==> config.mk <==
export PLATFORM = sky130hd
export DESIGN_NAME = spi_slave_port
export DESIGN_NICKNAME = d
export VERILOG_FILES = /design/src/spi_slave_pkg.sv /design/src/spi_slave_port.sv
export SDC_FILE = /design/constraint.sdc
export NUM_CORES = 1
export LEC_CHECK = 0
export BUFFER_PORTS_ARGS = -buffer_cell sky130_fd_sc_hd__buf_2
export CORE_AREA = 2 2 114 94
export DETAILED_ROUTE_END_ITERATION = 8
export DIE_AREA = 0 0 116 96
export GPL_TIMING_DRIVEN = 0
export PLACE_DENSITY = 0.76
export SYNTH_ARGS = -nofsm -noshare
export SYNTH_HDL_FRONTEND = slang
export SYNTH_SLANG_ARGS = --single-unit
==> constraint.sdc <==
create_clock -name clock_in -period 4.8 [get_ports clock_in]
set_input_delay 0.96 -clock clock_in [delete_from_list [all_inputs] [get_ports clock_in]]
set_output_delay 0.96 -clock clock_in [all_outputs]
set_load 0.005 [all_outputs]
==> src/spi_slave_pkg.sv <==
package spi_slave_pkg;
  // register indices; byte address is four times the index
  localparam logic [7:0] CFG_IDX   = 8'hbc;
  localparam logic [7:0] STAT_IDX  = 8'hbe;
  localparam logic [7:0] DATA_IDX  = 8'hbf;
  localparam int         ADDR_W    = 10;
  // config fields
  localparam int         EN_BIT    = 0;
  localparam int         CPHA_BIT  = 1;
  localparam int         CPOL_BIT  = 2;
  localparam int         LSB_BIT   = 3;
  localparam int         MDONE_BIT = 4;
  localparam int         MFALL_BIT = 5;
  localparam int         MRISE_BIT = 6;
  // event flag fields
  localparam int         DONE_BIT  = 0;
  localparam int         FALL_BIT  = 4;
  localparam int         RISE_BIT  = 5;
  // reset values
  localparam logic [6:0] CFG_RST   = 7'h70;
  localparam logic [5:0] FLAG_RST  = 6'h00;
  localparam logic [7:0] DATA_RST  = 8'h00;
  localparam logic [2:0] PIN_RST   = 3'h1;
  // bus answers
  localparam logic [1:0] RESP_OK   = 2'h0;
  localparam logic [1:0] RESP_ERR  = 2'h2;
endpackage

==> src/spi_slave_port.sv <==
// Added by the designer: the AXI4-Lite interface to the registers.
`timescale 1ns/1ns
// Functional notes
// RULE1: mask bit 6 gates select-rise interrupt
// RULE2: mask bit 5 gates select-fall interrupt
// RULE3: mask bit 4 gates transfer-done interrupt
// RULE4: bit 3 picks LSB-first bit order
// RULE5: bit 2 sets serial clock polarity
// RULE6: bit 1 sets sample/shift clock phase
// RULE7: bit 0 enables the slave core
// RULE8: flag 5 marks select rise, read-clear
// RULE9: flag 4 marks select fall, read-clear
// RULE10: flag 0 marks byte done, read-clear
// RULE11: three maskable sources, flags show which
// RULE12: data register: write TX, read RX
// RULE13: two TX preloads, one while deselected
// RULE14: first preload shifts out full duplex
// RULE15: firmware keeps two bytes in chain
// RULE16: master pauses after single-byte preload
// RULE17: four modes map polarity/phase to edges
// RULE18: irq when any unmasked flag set
// RULE19: drive serial out only while selected
// RULE20: serial events synchronised before flags
module spi_slave_port (
  input  wire logic        clock_in,
  input  wire logic        rst_in,
  input  wire logic [9:0]  awaddr_in,
  input  wire logic        awvalid_in,
  output logic             awready_out,
  input  wire logic [31:0] wdata_in,
  input  wire logic [3:0]  wstrb_in,
  input  wire logic        wvalid_in,
  output logic             wready_out,
  output logic [1:0]       bresp_out,
  output logic             bvalid_out,
  input  wire logic        bready_in,
  input  wire logic [9:0]  araddr_in,
  input  wire logic        arvalid_in,
  output logic             arready_out,
  output logic [31:0]      rdata_out,
  output logic [1:0]       rresp_out,
  output logic             rvalid_out,
  input  wire logic        rready_in,
  input  wire logic        slave_select_n_in,
  input  wire logic        slave_serial_clock_in,
  input  wire logic        slave_serial_in_in,
  output logic             slave_serial_out_out,
  output logic             slave_serial_out_oe_out,
  output logic             irq_out
);
  // address hits a register index
  function automatic logic hit(input logic [9:0] a, input logic [7:0] i);
    return a[9:2] == i;
  endfunction
  // pick the bit that goes out for position i
  function automatic logic pick(input logic [7:0] b, input logic [2:0] i, input logic lsb);
    return lsb ? b[i] : b[3'h7 - i];
  endfunction

  // pins: bit 0 select, bit 1 clock, bit 2 data in
  logic [2:0]  s1_q, s2_q, s3_q;   // three-stage synchroniser
  logic [2:0]  filt_q, filt_d;     // agreed pin levels
  logic [6:0]  cfg_q, cfg_d;       // configuration
  logic [5:0]  flags_q, flags_d;   // event flags
  logic [7:0]  rx_q, rx_d;         // receive buffer
  logic [7:0]  rsh_q, rsh_d;       // receive shifter
  logic [7:0]  cur_q, cur_d;       // byte now shifting out
  logic [7:0]  tb0_q, tb0_d;       // tx chain head
  logic [7:0]  tb1_q, tb1_d;       // tx chain tail
  logic [1:0]  tcnt_q, tcnt_d;     // bytes in tx chain
  logic [2:0]  bcnt_q, bcnt_d;     // bit position
  logic        out_q, out_d;       // serial out level
  logic        oe_q, oe_d;         // serial out enable
  logic        irq_q, irq_d;       // interrupt line
  logic        en, sel, sel_fall, sel_rise, ck_rise, ck_fall, lead, trail;
  logic        samp, shft, done_ev, pop, push;
  // bus state
  logic        awr_q, awr_d, wr_q, wr_d, bv_q, bv_d, arr_q, arr_d, rv_q, rv_d;
  logic        awh_q, awh_d, wh_q, wh_d;
  logic [9:0]  wa_q, wa_d;
  logic [31:0] wd_q, wd_d, rd_q, rd_d;
  logic [3:0]  ws_q, ws_d;
  logic [1:0]  br_q, br_d, rr_q, rr_d;
  logic        aw_got, w_got, ar_got, fire, wr_ok, data_wr, stat_clr;

  // synchroniser stages, only the second stage reads the first [RULE20]
  always_ff @(posedge clock_in or posedge rst_in)
  begin
    if (rst_in)
    begin
      s1_q <= spi_slave_pkg::PIN_RST;
      s2_q <= spi_slave_pkg::PIN_RST;
      s3_q <= spi_slave_pkg::PIN_RST;
    end
    else
    begin
      s1_q <= {slave_serial_in_in, slave_serial_clock_in, slave_select_n_in};
      s2_q <= s1_q;
      s3_q <= s2_q;
    end
  end

  // level changes once stages two and three agree; edges from that
  always_comb
  begin
    filt_d   = ((s2_q ~^ s3_q) & s3_q) | ((s2_q ^ s3_q) & filt_q);
    en       = cfg_q[spi_slave_pkg::EN_BIT];  // core runs only when enabled [RULE7]
    sel      = en & ~filt_q[0];
    sel_fall = en & filt_q[0] & ~filt_d[0];
    sel_rise = en & ~filt_q[0] & filt_d[0];
    ck_rise  = ~filt_q[1] & filt_d[1];
    ck_fall  = filt_q[1] & ~filt_d[1];
    // leading edge leaves the idle level [RULE5]
    lead     = cfg_q[spi_slave_pkg::CPOL_BIT] ? ck_fall : ck_rise;
    trail    = cfg_q[spi_slave_pkg::CPOL_BIT] ? ck_rise : ck_fall;
    // phase chooses sample and shift edges [RULE6] [RULE17]
    samp     = sel & (cfg_q[spi_slave_pkg::CPHA_BIT] ? trail : lead);
    shft     = sel & (cfg_q[spi_slave_pkg::CPHA_BIT] ? lead : trail);
    done_ev  = samp & (bcnt_q == 3'h7);
  end

  // serial engine and tx chain
  always_comb
  begin
    rsh_d  = rsh_q;
    rx_d   = rx_q;
    cur_d  = cur_q;
    bcnt_d = bcnt_q;
    out_d  = out_q;
    tb0_d  = tb0_q;
    tb1_d  = tb1_q;
    tcnt_d = tcnt_q;
    // head moves to the shifter at select fall and after each byte [RULE14]
    pop    = (sel_fall | done_ev) & (tcnt_q != 2'h0);
    // only one preload while deselected, two once selected [RULE13]
    push   = data_wr & (filt_q[0] ? (tcnt_q == 2'h0) : (tcnt_q != 2'h2));
    if (samp)
    begin
      // shift in per bit order [RULE4]
      rsh_d  = cfg_q[spi_slave_pkg::LSB_BIT] ? {filt_q[2], rsh_q[7:1]} : {rsh_q[6:0], filt_q[2]};
      bcnt_d = bcnt_q + 3'h1;
    end
    if (done_ev)
    begin
      // byte complete: to rx buffer, next byte loads [RULE12] [RULE15]
      rx_d  = rsh_d;
      cur_d = pop ? tb0_q : spi_slave_pkg::DATA_RST;
    end
    if (sel_fall)
    begin
      // first bit ready before the first clock edge
      bcnt_d = 3'h0;
      cur_d  = pop ? tb0_q : spi_slave_pkg::DATA_RST;
      out_d  = pick(cur_d, 3'h0, cfg_q[spi_slave_pkg::LSB_BIT]);
    end
    else if (shft)
    begin
      // drive next bit on the shift edge [RULE4] [RULE17]
      out_d = pick(cur_q, bcnt_q, cfg_q[spi_slave_pkg::LSB_BIT]);
    end
    // chain bookkeeping
    case ({push, pop})
      2'b10:
      begin
        if (tcnt_q == 2'h0) tb0_d = wd_d[7:0];
        else tb1_d = wd_d[7:0];
        tcnt_d = tcnt_q + 2'h1;
      end
      2'b01:
      begin
        tb0_d  = tb1_q;
        tcnt_d = tcnt_q - 2'h1;
      end
      2'b11:
      begin
        if (tcnt_q == 2'h1) tb0_d = wd_d[7:0];
        else
        begin
          tb0_d = tb1_q;
          tb1_d = wd_d[7:0];
        end
      end
      default:
      begin
        tcnt_d = tcnt_q;
      end
    endcase
    // drive only while selected [RULE19]
    oe_d = en & ~filt_d[0];
    if (!oe_d) out_d = 1'b0;
  end

  // flags and config; a new event beats the read clear
  always_comb
  begin
    cfg_d   = cfg_q;
    flags_d = flags_q;
    if (fire && wr_ok && hit(wa_d, spi_slave_pkg::CFG_IDX))
      cfg_d = wd_d[6:0];
    if (stat_clr)
      flags_d = spi_slave_pkg::FLAG_RST;  // cleared on read [RULE8] [RULE9] [RULE10]
    if (sel_rise) flags_d[spi_slave_pkg::RISE_BIT] = 1'b1;  // [RULE8]
    if (sel_fall) flags_d[spi_slave_pkg::FALL_BIT] = 1'b1;  // [RULE9]
    if (done_ev)  flags_d[spi_slave_pkg::DONE_BIT] = 1'b1;  // [RULE10]
    // each source gated by its own mask [RULE1] [RULE2] [RULE3] [RULE11] [RULE18]
    irq_d = (flags_d[spi_slave_pkg::RISE_BIT] & ~cfg_d[spi_slave_pkg::MRISE_BIT])
          | (flags_d[spi_slave_pkg::FALL_BIT] & ~cfg_d[spi_slave_pkg::MFALL_BIT])
          | (flags_d[spi_slave_pkg::DONE_BIT] & ~cfg_d[spi_slave_pkg::MDONE_BIT]);
  end

  // bus slave: address and data in either order, answer after both
  always_comb
  begin
    aw_got   = awvalid_in & awr_q;
    w_got    = wvalid_in & wr_q;
    ar_got   = arvalid_in & arr_q;
    wa_d     = aw_got ? awaddr_in : wa_q;
    wd_d     = w_got ? wdata_in : wd_q;
    ws_d     = w_got ? wstrb_in : ws_q;
    fire     = (awh_q | aw_got) & (wh_q | w_got) & ~bv_q;
    wr_ok    = hit(wa_d, spi_slave_pkg::CFG_IDX) | hit(wa_d, spi_slave_pkg::STAT_IDX)
             | hit(wa_d, spi_slave_pkg::DATA_IDX);
    data_wr  = fire & ws_d[0] & hit(wa_d, spi_slave_pkg::DATA_IDX);  // write loads tx [RULE12]
    stat_clr = ar_got & hit(araddr_in, spi_slave_pkg::STAT_IDX);
    awh_d    = (awh_q | aw_got) & ~fire;
    wh_d     = (wh_q | w_got) & ~fire;
    awr_d    = (bv_q & bready_in) | (awr_q & ~aw_got);
    wr_d     = (bv_q & bready_in) | (wr_q & ~w_got);
    bv_d     = fire | (bv_q & ~bready_in);
    br_d     = fire ? (wr_ok ? spi_slave_pkg::RESP_OK : spi_slave_pkg::RESP_ERR) : br_q;
    arr_d    = (rv_q & rready_in) | (arr_q & ~ar_got);
    rv_d     = ar_got | (rv_q & ~rready_in);
    rd_d     = rd_q;
    rr_d     = rr_q;
    if (ar_got)
    begin
      rr_d = spi_slave_pkg::RESP_OK;
      if (hit(araddr_in, spi_slave_pkg::CFG_IDX)) rd_d = {25'h0, cfg_q};
      else if (hit(araddr_in, spi_slave_pkg::STAT_IDX)) rd_d = {26'h0, flags_q};  // [RULE11]
      else if (hit(araddr_in, spi_slave_pkg::DATA_IDX)) rd_d = {24'h0, rx_q};  // read gives rx [RULE12]
      else
      begin
        rd_d = 32'h0000_0000;
        rr_d = spi_slave_pkg::RESP_ERR;
      end
    end
  end

  // register all state except the synchroniser stages
  always_ff @(posedge clock_in or posedge rst_in)
  begin
    if (rst_in)
    begin
      filt_q <= spi_slave_pkg::PIN_RST;
      cfg_q  <= spi_slave_pkg::CFG_RST;
      flags_q <= spi_slave_pkg::FLAG_RST;
      {rx_q, rsh_q, cur_q, tb0_q, tb1_q} <= '0;
      {tcnt_q, bcnt_q, out_q, oe_q, irq_q} <= '0;
      {awr_q, wr_q, arr_q} <= 3'h7;
      {bv_q, rv_q, awh_q, wh_q} <= 4'h0;
      {wa_q, wd_q, ws_q, rd_q, br_q, rr_q} <= '0;
    end
    else
    begin
      filt_q <= filt_d;
      cfg_q  <= cfg_d;
      flags_q <= flags_d;
      {rx_q, rsh_q, cur_q, tb0_q, tb1_q} <= {rx_d, rsh_d, cur_d, tb0_d, tb1_d};
      {tcnt_q, bcnt_q, out_q, oe_q, irq_q} <= {tcnt_d, bcnt_d, out_d, oe_d, irq_d};
      {awr_q, wr_q, arr_q} <= {awr_d, wr_d, arr_d};
      {bv_q, rv_q, awh_q, wh_q} <= {bv_d, rv_d, awh_d, wh_d};
      {wa_q, wd_q, ws_q, rd_q, br_q, rr_q} <= {wa_d, wd_d, ws_d, rd_d, br_d, rr_d};
    end
  end

  assign awready_out             = awr_q;
  assign wready_out              = wr_q;
  assign bvalid_out              = bv_q;
  assign bresp_out               = br_q;
  assign arready_out             = arr_q;
  assign rvalid_out              = rv_q;
  assign rdata_out               = rd_q;
  assign rresp_out               = rr_q;
  assign slave_serial_out_out    = out_q;
  assign slave_serial_out_oe_out = oe_q;
  assign irq_out                 = irq_q;
endmodule

==> results.cfg <==
[route]
via_per_inst = 5.077
routed_wl_um = 9890
via_count = 3559
wl_per_cell_um = 14.11
ant_nets = 0
drc = 0
drt_iter0_drc = 289
dr.pass1.iters = 5

[timing]
max_freq_mhz = 263.4
final_max_slew_viol_count = 0
tightest_slew_ns = 0.6524
hold_viol_final = 0
min_period_over_period_pct = 79.09
setup_viol = 0
rsz0062_at_grt = no
finClkSkew_ns = 0.009521
period_needed_ns = 3.796
finalSetupTns_ns = 0
max-slew-margin-rel_pct = 56.50

[floorplanning]
die-area_mm2 = 0.01114
core_area_mm2 = 0.009992
die_w_um = 116
io_pins = 110
start_util_pct = 48.70
die_height_um = 96
num_rows = 33

[yosys]
synth-async-reset-ratio_pct = 100.0
syn_avg_cell_area_um2 = 10.40
ys_seq_area_share_pct = 53.74
synth-edff-count = 0
syn-cell-area_mm2 = 0.004866
synth_cell_types = 55
synthFlopType = dfrtp_1
synthCells = 468
ys_ff_latch = 104
ys_warn_count = 0

[final_layout]
layout_common_cells = dfrtp_1, buf_2, nand2_1, nor2_1, inv_1
fin_nets = 632
post-route-util_pct = 57.02
final_common_cell = dfrtp_1
regArea_mm2 = 0.002615
diodes = 0
fillers = 877
area_growth_pct = 17.10
drive_gt1_share_pct = 22.82
multi_input_area_mm2 = 0.001939

[global_route]
grt_pass1_vias = 3425
antenna_found_initial = 0
grt_max_degree = 71
grt_pass1_wl_um = 16510
overflow = 0
grt_util_all_layers_pct = 19.42

[clock_network]
cts.sinks = 104
clk_pin_slew_ns = 0.07
post_cts.repair.setup_buffers = 0
clock_latency_ns = 0.35
cts_tree = built
cts-resized-gates = 0
ctsHoldBuffers = 0
cts_buffers = 9
cts.htree.levels = 3
cts_buffer_depth = 2
cts_root_buf = clkbuf_16

[min_path]
holdCritPathClass = reg2reg

[setup_path]
worst-path-max-fanout = 10
cp.arrival_ns = 4.06
required_ns = 5.07
reg2reg_slack_ns = 1.33
worstSetupPathType = in2reg
start_kind = input port
end_kind = register

[outcome]
run_status = finished clean

[power_and_ir_drop]
leakagePower_nw = 2.791
power_density_mw_per_mm2 = 402.9
totalPowerFinal_mw = 2.295
vdd_drop_max_mv = 0.1720

[placement]
io_buffers = 51
dp_hpwl_um = 7135
place_congestion = 0.8231

[job]
cap_violations = 0
## routing by layer
layer,routed length [um],share of wire (%),vias to the layer above,global-route usage (%)
met5,0,0,-,0
met4,121,1.2,0,6.151
met3,576,5.8,11,5.479
met2,4640,47,81,30.99
met1,4551,46,1741,25.94
li1,-,-,1726,-
## path summary, 6_finish.rpt
path | cells past startpoint | startpoint | end
max in group asynchronous | 3 | rst_in | s1_q[0]
max reg2reg | 12 | bcnt_q[1] | tb1_q[1]
min reg2reg | 0 | s1_q[2] | s2_q[2]
min in group asynchronous | 2 | rst_in | wh_q
max | 12 | awvalid_in | tb1_q[1]
min | 0 | s1_q[2] | s2_q[2]
## where the power goes
group          internal [mW]  total (mW)  switching, mW
Sequential              1.04        1.14         0.0975
Combinational          0.191       0.465          0.274
Clock                  0.379       0.694          0.316
## registers in the layout (all words and copies together), names as in the netlist, 7 cells and up
| register | count |
|---|---|
| cur_q | 8 |
| rdata_out | 8 |
| rsh_q | 8 |
| rx_q | 8 |
| tb0_q | 8 |
| tb1_q | 8 |
| wa_q | 8 |
| wd_q | 8 |
| cfg_q | 7 |
## layout make-up
| class | instances | area share, % |
|---|---|---|
| Inverter | 42 | 2.811 |
| Clock inverter | 3 | 0.3074 |
| Multi-Input combinational cell | 308 | 34.04 |
| Sequential cell | 104 | 45.89 |
| Clock buffer | 13 | 4.567 |
| Timing Repair Buffer | 52 | 4.963 |
| Buffer | 39 | 4.348 |
| Tap cell | 140 | 3.074 |
## cells by family (layout without fill, tap and decap cells)
| family | Yosys count | in the layout | synth area share (%) |
|---|---|---|---|
| AOI/OAI and AO/OA | 98 | 98 | 11.83 |
| other | 1 | 26 | 0.07707 |
| adders and majority gates | 10 | 10 | 2.571 |
| and+or+nand+nor | 127 | 127 | 12.11 |
| DFF | 104 | 104 | 53.74 |
| buffers and inverters | 81 | 149 | 8.331 |
| muxes | 43 | 43 | 10.47 |
| xor gates and xnor gates | 4 | 4 | 0.8744 |
## cell usage after synthesis, types with 5 or more instances
library cell / number / area share, %
nand2_1: 51 / 3.9
inv_1: 41 / 3.2
mux4_2: 5 / 2.3
buf_4: 26 / 4.0
o21ai_0: 32 / 3.3
mux2i_1: 27 / 5.6
ha_1: 10 / 2.6
dfstp_2: 10 / 5.4
mux2_2: 10 / 2.3
nand3_1: 12 / 1.2
dfrtp_1: 94 / 48
clkbuf_1: 10 / 0.77
nor2_1: 41 / 3.2
a21oi_1: 30 / 3.1
o22ai_1: 9 / 1.2
## critical path: stages
cell and delay (ns):
buf_2 0.13, and2_1 0.14, clkbuf_1 0.21, nor4b_2 0.41, o211ai_1 0.21, nor4_1 0.42, ha_1 0.30, o21ai_0 0.11
a21oi_1 0.52, clkbuf_1 0.42, nand2_1 0.13, o21ai_0 0.09
## per-stage QoR
| step | cell area (um2) | worst slack (ns) | hold WS [ns] | cells |
|---|---|---|---|---|
| after global placement | 5390 | 0.04359 | 0.3334 | 684 |
| final | 5698 | 1.004 | 0.3509 | 701 |
| after floorplan | 4960 | 1.124 | 0.3312 | 493 |
| after detailed placement | 5420 | 0.7062 | 0.3370 | 685 |
| after CTS | 5698 | 1.043 | 0.3566 | 701 |
| after global routing | 5698 | 0.7329 | 0.3610 | 701 |
Power figures use the tool's default switching activity.
